===== config.mk =====
export PLATFORM = sky130hd
export DESIGN_NAME = febs_top
export DESIGN_NICKNAME = d
export VERILOG_FILES = /design/src/shared/febs_pkg.sv /design/src/design/febs_sel_reg.sv /design/src/design/febs_top.sv
export VERILOG_INCLUDE_DIRS = /design/src /design/src/shared
export SDC_FILE = /design/constraint.sdc
export NUM_CORES = 1
export LEC_CHECK = 0
export BUFFER_PORTS_ARGS = -buffer_cell sky130_fd_sc_hd__buf_4
export CAP_MARGIN = 25
export CORE_AREA = 10 10 78 80
export DETAILED_ROUTE_END_ITERATION = 7
export DIE_AREA = 0 0 88 90
export GPL_TIMING_DRIVEN = 0
export PLACE_DENSITY = 0.84
export SYNTH_ARGS = -nofsm -noshare
export SYNTH_HDL_FRONTEND = slang
export SYNTH_SLANG_ARGS = --single-unit

===== constraint.sdc =====
create_clock -name clk_i -period 5.6 [get_ports clk_i]
set_input_delay 0.56 -clock clk_i [delete_from_list [all_inputs] [get_ports clk_i]]
set_output_delay 0.56 -clock clk_i [all_outputs]
set_load 0.02 [all_outputs]

===== src/shared/febs_regs.svh =====
// Purpose: Offsets, reset values and field constants of the erase block select
// Assumes: Included by design and verification files
// Notes:   Register indices are printed offsets; byte address is four times index
`ifndef FEBS_REGS_SVH
`define FEBS_REGS_SVH

`define FEBS_LARGE_IDX      8'h42
`define FEBS_SMALL_IDX      8'h43
`define FEBS_LARGE_ADDR     12'h108
`define FEBS_SMALL_ADDR     12'h10c
`define FEBS_MODE_ADDR      12'h110
`define FEBS_SEL_RESET      8'h00
`define FEBS_SEL_LOCKED     8'hff
`define FEBS_MODE_FLASH_MIN 3'h5
`define FEBS_MODE_RESET     3'h0
`define FEBS_LOCK_RESET     1'h1
`define FEBS_RDATA_RESET    32'h0000_0000

`endif


===== src/shared/febs_pkg.sv =====
// Purpose: Types for the erase block select block
// Assumes: Header febs_regs.svh holds numbers
// Notes:   None
package febs_pkg;
   typedef logic [7:0] febs_sel_t;
   typedef struct packed {
      febs_sel_t large_block_pick_bits;
      febs_sel_t small_block_pick_bits;
   } febs_mask_s;
   typedef enum logic [1:0] {
      FEBS_IDLE,
      FEBS_ACCESS
   } febs_phase_e;
endpackage : febs_pkg


===== src/design/febs_sel_reg.sv =====
// Purpose: One 8-bit erase select register with mode lock
// Assumes: Write strobe qualified by the bus slave
// Notes:   Reads as all ones while locked
`timescale 1ns/1ps
`include "febs_regs.svh"
module febs_sel_reg (
   input  wire logic              clk_i,     // System clock
   input  wire logic              nrst_i,    // Async reset, low
   input  wire logic              locked_i,  // Flash disabled by mode
   input  wire logic              wr_i,      // Write strobe
   input  wire febs_pkg::febs_sel_t wdata_i, // Write data
   output febs_pkg::febs_sel_t    value_o,   // Stored selection
   output febs_pkg::febs_sel_t    rdata_o    // Read view
);
   import febs_pkg::*;

   febs_sel_t sel;
   febs_sel_t next_sel;

   always_comb begin
      next_sel = sel;
      if (wr_i && !locked_i) begin   // RULE4
         next_sel = wdata_i;
      end
   end

   always_ff @(posedge clk_i or negedge nrst_i) begin
      if (!nrst_i) begin
         sel <= `FEBS_SEL_RESET;      // RULE3
      end else begin
         sel <= next_sel;
      end
   end

   assign value_o = sel;
   assign rdata_o = locked_i ? `FEBS_SEL_LOCKED : sel;  // RULE5
endmodule : febs_sel_reg


===== src/design/febs_top.sv =====
// Purpose: APB slave holding the flash erase large and small block selects
// Assumes: Mode pins static, synchronised here before use
// Notes:   Zero wait states; unmapped addresses answer pslverr
//
// Overview of operation
// (RULE1) Each large-select bit set to one picks that large block for erase.
// (RULE2) Each small-select bit set to one picks that small block for erase.
// (RULE3) With flash enabled by mode five to seven both selects reset to zero.
// (RULE4) With flash disabled by mode zero to four writes to both selects are ignored.
// (RULE5) With flash disabled both selects always read as all ones.
// (RULE6) The sixteen select bits go to the erase logic as one block mask; the code sends an all-zero mask while flash is disabled.
//
// Design decision made here: the APB slave port.
`timescale 1ns/1ps
`include "febs_regs.svh"
module febs_top #(
   parameter int NUM_LARGE = 8,  // Large blocks served
   parameter int NUM_SMALL = 8   // Small blocks served
) (
   input  wire logic         clk_i,     // 125 MHz system clock
   input  wire logic         nrst_i,    // Async reset, low
   input  wire logic [2:0]   mode_i,    // Operating mode pins
   input  wire logic         psel,      // APB select
   input  wire logic         penable,   // APB enable
   input  wire logic         pwrite,    // APB direction
   input  wire logic [11:0]  paddr,     // APB byte address
   input  wire logic [31:0]  pwdata,    // APB write data
   input  wire logic [3:0]   pstrb,     // APB byte strobes
   output logic              pready,    // APB ready
   output logic [31:0]       prdata,    // APB read data
   output logic              pslverr,   // APB error
   output febs_pkg::febs_mask_s erase_mask_o, // Block mask to eraser
   output logic              flash_locked_o // Flash disabled by mode
);
   import febs_pkg::*;

   // ----------------------------------------
   // Parameter checks
   // ----------------------------------------
   if (NUM_LARGE < 1 || NUM_LARGE > $bits(febs_sel_t)) begin : g_bad_large
      $error("NUM_LARGE must lie between one and the select width");
   end
   if (NUM_SMALL < 1 || NUM_SMALL > $bits(febs_sel_t)) begin : g_bad_small
      $error("NUM_SMALL must lie between one and the select width");
   end

   // ----------------------------------------
   // Mode synchroniser
   // ----------------------------------------
   logic [2:0] mode_meta;
   logic [2:0] mode_sync;
   logic       locked;
   logic       next_locked;

   always_comb begin
      next_locked = (mode_sync < `FEBS_MODE_FLASH_MIN);
   end

   always_ff @(posedge clk_i or negedge nrst_i) begin
      if (!nrst_i) begin
         mode_meta <= `FEBS_MODE_RESET;
         mode_sync <= `FEBS_MODE_RESET;
         locked    <= `FEBS_LOCK_RESET;
      end else begin
         mode_meta <= mode_i;
         mode_sync <= mode_meta;
         locked    <= next_locked;
      end
   end

   // ----------------------------------------
   // Bus decode
   // ----------------------------------------
   function automatic logic hit(input logic [11:0] a, input logic [11:0] r);
      hit = (a == r);
   endfunction : hit

   // Bits kept for a register serving n blocks
   function automatic febs_sel_t keep_bits(input int n);
      keep_bits = `FEBS_SEL_RESET;
      for (int i = 0; i < $bits(febs_sel_t); i++) begin
         if (i < n) begin
            keep_bits[i] = 1'b1;
         end
      end
   endfunction : keep_bits

   // What the eraser sees once this edge has passed
   function automatic febs_sel_t mask_view(input logic      lock_next,
                                           input logic      take,
                                           input febs_sel_t wdat,
                                           input febs_sel_t cur);
      mask_view = `FEBS_SEL_RESET;
      if (!lock_next) begin
         if (take) begin
            mask_view = wdat;
         end else begin
            mask_view = cur;
         end
      end
   endfunction : mask_view

   localparam int        NUM_SEL    = 2;
   localparam int        LARGE      = 0;
   localparam int        SMALL      = 1;
   localparam febs_sel_t LARGE_KEEP = keep_bits(NUM_LARGE);
   localparam febs_sel_t SMALL_KEEP = keep_bits(NUM_SMALL);

   logic        acc;
   logic        setup;
   logic        mapped;
   logic        hit_large;
   logic        hit_small;
   logic [31:0] read_word;
   logic [31:0] rdata_q;
   logic [31:0] next_rdata;
   febs_phase_e phase;
   febs_phase_e next_phase;
   logic        wr_sel   [NUM_SEL];
   febs_sel_t   wdat_sel [NUM_SEL];
   febs_sel_t   val_sel  [NUM_SEL];
   febs_sel_t   rd_sel   [NUM_SEL];
   febs_mask_s  mask_q;
   febs_mask_s  next_mask;

   assign acc    = psel && penable;
   assign setup  = psel && !penable;
   assign pready = 1'b1;

   always_comb begin
      mapped    = 1'b1;
      hit_large = 1'b0;
      hit_small = 1'b0;
      read_word = 32'h0;
      if (hit(paddr, `FEBS_LARGE_ADDR)) begin
         hit_large = 1'b1;
         read_word = {24'h0, rd_sel[LARGE]};
      end else if (hit(paddr, `FEBS_SMALL_ADDR)) begin
         hit_small = 1'b1;
         read_word = {24'h0, rd_sel[SMALL]};
      end else if (hit(paddr, `FEBS_MODE_ADDR)) begin
         read_word = {28'h0, locked, mode_sync};
      end else begin
         mapped = 1'b0;
      end
   end

   assign pslverr = acc && !mapped;

   // ----------------------------------------
   // Write strobes
   // ----------------------------------------
   // Bits above the served block count never store
   always_comb begin
      wr_sel[LARGE]   = acc && pwrite && pstrb[0] && hit_large;  // RULE1
      wr_sel[SMALL]   = acc && pwrite && pstrb[0] && hit_small;  // RULE2
      wdat_sel[LARGE] = pwdata[7:0] & LARGE_KEEP;
      wdat_sel[SMALL] = pwdata[7:0] & SMALL_KEEP;
   end

   // ----------------------------------------
   // Bus phase and read data
   // ----------------------------------------
   // Read word taken at end of setup, stands through access
   always_comb begin
      next_phase = phase;
      next_rdata = rdata_q;
      case (phase)
         FEBS_IDLE: begin
            if (setup) begin
               next_phase = FEBS_ACCESS;
               next_rdata = read_word;
            end
         end
         FEBS_ACCESS: begin
            if (setup) begin
               next_rdata = read_word;
            end else begin
               next_phase = FEBS_IDLE;
            end
         end
         default: begin
            next_phase = FEBS_IDLE;
         end
      endcase
   end

   always_ff @(posedge clk_i or negedge nrst_i) begin
      if (!nrst_i) begin
         phase   <= FEBS_IDLE;
         rdata_q <= `FEBS_RDATA_RESET;
      end else begin
         phase   <= next_phase;
         rdata_q <= next_rdata;
      end
   end

   assign prdata = rdata_q;

   // ----------------------------------------
   // Select registers
   // ----------------------------------------
   for (genvar g = 0; g < NUM_SEL; g++) begin : g_sel
      febs_sel_reg u_sel (
         .clk_i    (clk_i),
         .nrst_i   (nrst_i),
         .locked_i (locked),
         .wr_i     (wr_sel[g]),
         .wdata_i  (wdat_sel[g]),
         .value_o  (val_sel[g]),
         .rdata_o  (rd_sel[g])
      );
   end

   // ----------------------------------------
   // Erase mask
   // ----------------------------------------
   // Follows the selects edge for edge; locked device selects nothing
   always_comb begin
      next_mask.large_block_pick_bits = mask_view(next_locked, wr_sel[LARGE] && !locked,
                                                  wdat_sel[LARGE], val_sel[LARGE]);  // RULE6
      next_mask.small_block_pick_bits = mask_view(next_locked, wr_sel[SMALL] && !locked,
                                                  wdat_sel[SMALL], val_sel[SMALL]);  // RULE6
   end

   always_ff @(posedge clk_i or negedge nrst_i) begin
      if (!nrst_i) begin
         mask_q.large_block_pick_bits <= `FEBS_SEL_RESET;
         mask_q.small_block_pick_bits <= `FEBS_SEL_RESET;
      end else begin
         mask_q <= next_mask;
      end
   end

   assign erase_mask_o   = mask_q;
   assign flash_locked_o = locked;
endmodule : febs_top


==> impl_metrics.toml <==
[outcome]
outcome = "finished, final reports clean"

[clock_network]
tritoncts = "built"
cts.sinks = 47
cts.repair.resized = 0
cts_root_buf = "clkbuf_8"
clk_path_buf_depth = 2
clk_pin_slew_ns = 0.08
cts_htree_levels = 2
cts_made_buffers = 5
clock_latency_ns = 0.30
post_cts_buffers = 0
cts_hold_buf = 0

[setup_path]
rr_worst_depth = 5
r2r_end = "g_sel[0].u_sel.value_o[5]"
cp_top_family = "simple AND/OR/NAND/NOR gates"
r2r-start = "flash_locked_o"
cp_slowest_cell = "or4_1"
max_stage_delay_ns = 0.58
crit_path_end_kind = "output pin"
critPathKind = "input port to output pin"
worstPathMaxFanout = 4
worstSetupStartpointType = "input port"
cp_common_cell = "buf_4"
cp_num_buf_inv = 2
crit_chain = "buf_4 -> or4_1 -> nor3_4 -> a21oi_1 -> buf_4"
cp.depth = 5
rrSetupSlack_ns = 3.65
cp_data_required_time_ns = 5.04
arrival_ns = 1.81
critPathLaunch = "paddr[7]"

[power]
p_int_mw = 0.475
swShare = 0.247
ir_drop_mv = 0.172
pwr-share-comb = 0.120
clock_power_share = 0.336
p_seq_frac = 0.545
p_switching_mw = 0.156
power_mw = 0.632
p_leak_nw = 1.62
pwr_density_cell_nw_per_um2 = 218

[detailed_routing]
drcViolationCount = 0
drt.antenna.violating_nets = 0
first_iter_violations = 60
wire_per_inst_microns = 15.2
dr.pass1.iters = 4
via_per_inst = 4.76
routed_wl_microns = 5070
vias = 1586

[sta]
finalHoldViolCount = 0
rsz0062_at_grt = "no"
max_freq_mhz = 423
fin_crit_sh = 0.423
setup_tns_ns = 0
tightest_slew_ns = 0.578
setup_viol = 0
setup_ws_ns = 3.23
slew_headroom = 0.615
fin_skew_ns = 0.00427
finalCriticalPeriod_ns = 2.37
slew_violations = 0

[die]
die-area_sq_um = 7920
core_region_area_sq_um = 4600
die_w_microns = 88
design.portCount = 107
rows = 25
die_height_microns = 90
start_util = 0.487

[place]
dp_hpwl_microns = 3960
post_dp_cell_area_sq_um = 2800
place_congestion = 0.773
place_ws_ns = 3.22
portBuffers = 54

[synth]
ys_seq_elements = 47
synth_flop_cell = "dfrtp_1"
synth_edf_count = 0
synth_top_area_frac = 0.515
synth_area_sq_um = 2240
ys_seq_area_frac = 0.526
yosysTopAreaCell = "dfrtp_1"
synth.distinct_cells = 31
synthArstFlopShare = 1.00
syn-instance-count = 194
netlist_top_cells_area = "dfrtp_1, buf_4, mux2i_1"
synth_area_per_cell_sq_um = 11.5
ys_warn_count = 0

[global_routing]
grt_pass1_wl_microns = 8160
antenna_found_initial = 0
overflow = 0
track_usage = 0.128
grt_pass1_vias = 1680
grt_max_degree = 48

[cells_and_area]
num_antenna_cells = 0
fin_nets = 334
utilization = 0.629
final_layout_size_suffix_gt1_frac = 0.401
finalInstanceArea_sq_um = 2890
syn_to_final_growth_pct = 29.3

[run]
max_cap_viol_count = 0

[hold_path]
min_path_type = "input port to asynchronous set/reset pin"
## layer usage
layer / global-route usage / vias up / routed length [microns]
met5: 0 / - / 0
met4: 0.0359 / 0 / 66
met3: 0.0487 / 7 / 384
met2: 0.224 / 50 / 2700
met1: 0.137 / 751 / 1920
li1: - / 778 / -
## power by group through the flow
stage | registers (mW) | clock network [mW] | logic (mW)
after floorplan | 0.351 | 0 | 0.0444
after global placement | 0.351 | 0 | 0.0736
after detailed placement | 0.351 | 0 | 0.0750
after CTS | 0.344 | 0.219 | 0.0751
after global routing | 0.345 | 0.234 | 0.0833
final | 0.344 | 0.212 | 0.0755
## registers in the layout, indices dropped and copies added (netlist names)
name / flops
erase_mask_o: 16
flash_locked_o: 1
g_sel.u_sel.value_o: 16
mode_meta: 3
mode_sync: 3
prdata: 8
## per-stage QoR
| step | hold slack, ns | instances |
|---|---|---|
| 6_report | 0.260 | 333 |
| 2_1_floorplan | 0.264 | 217 |
| 3_5_place_dp | 0.336 | 325 |
| 4_1_cts | 0.274 | 333 |
| 3_3_place_gp | 0.332 | 325 |
| 5_1_grt | 0.298 | 333 |
## cells in the final DEF (no fill, tap or decap), types with 3 or more instances in the layout
master	instances
buf_4	79
a21oi_1	3
mux2i_1	16
conb_1	25
clkbuf_8	6
mux2_4	4
mux2_2	12
nand2b_1	3
o2bb2ai_1	3
o31ai_1	4
a211oi_1	4
nand2_1	38
clkbuf_1	4
nor2b_1	5
dfrtp_1	46
o21ai_0	7
## final cells by class
| cell class | instances | area (sq um) |
|---|---|---|
| fill | 394 | 1710 |
| clock inverter | 1 | 8.76 |
| sequential | 47 | 1180 |
| tap | 54 | 67.6 |
| inverter | 1 | 3.75 |
| timing repair buffer | 54 | 405 |
| buffer | 31 | 225 |
| multi-input combinational | 138 | 917 |
| clock buffer | 7 | 86.3 |
## synth_stat cells, drive strengths merged, types with 3 or more instances
cell type,n
nand2b,3
nand2,40
o21ai,7
mux2,16
nor2b,5
clkbuf,3
a21oi,3
o2bb2ai,3
dfrtp,46
mux2i,16
a211oi,4
o31ai,4
buf,28
## worst max path at each step
stage	endpoint	slack [ns]
after global placement	pslverr	3.23
final	pslverr	3.23
after floorplan	pslverr	3.43
after CTS	pslverr	3.22
after detailed placement	pslverr	3.22
after global routing	pslverr	3.18
## cell families after synthesis
logic type             count (synthesis)  synth area share
AO/OA/AOI/OAI                         23            0.0682
multiplexers                          32             0.159
other                                  2           0.00336
flip-flops                            47             0.526
AND/OR/NAND/NOR                       58             0.141
buffers and inverters                 32             0.102
No activity file was read; power rests on OpenSTA's default activity.
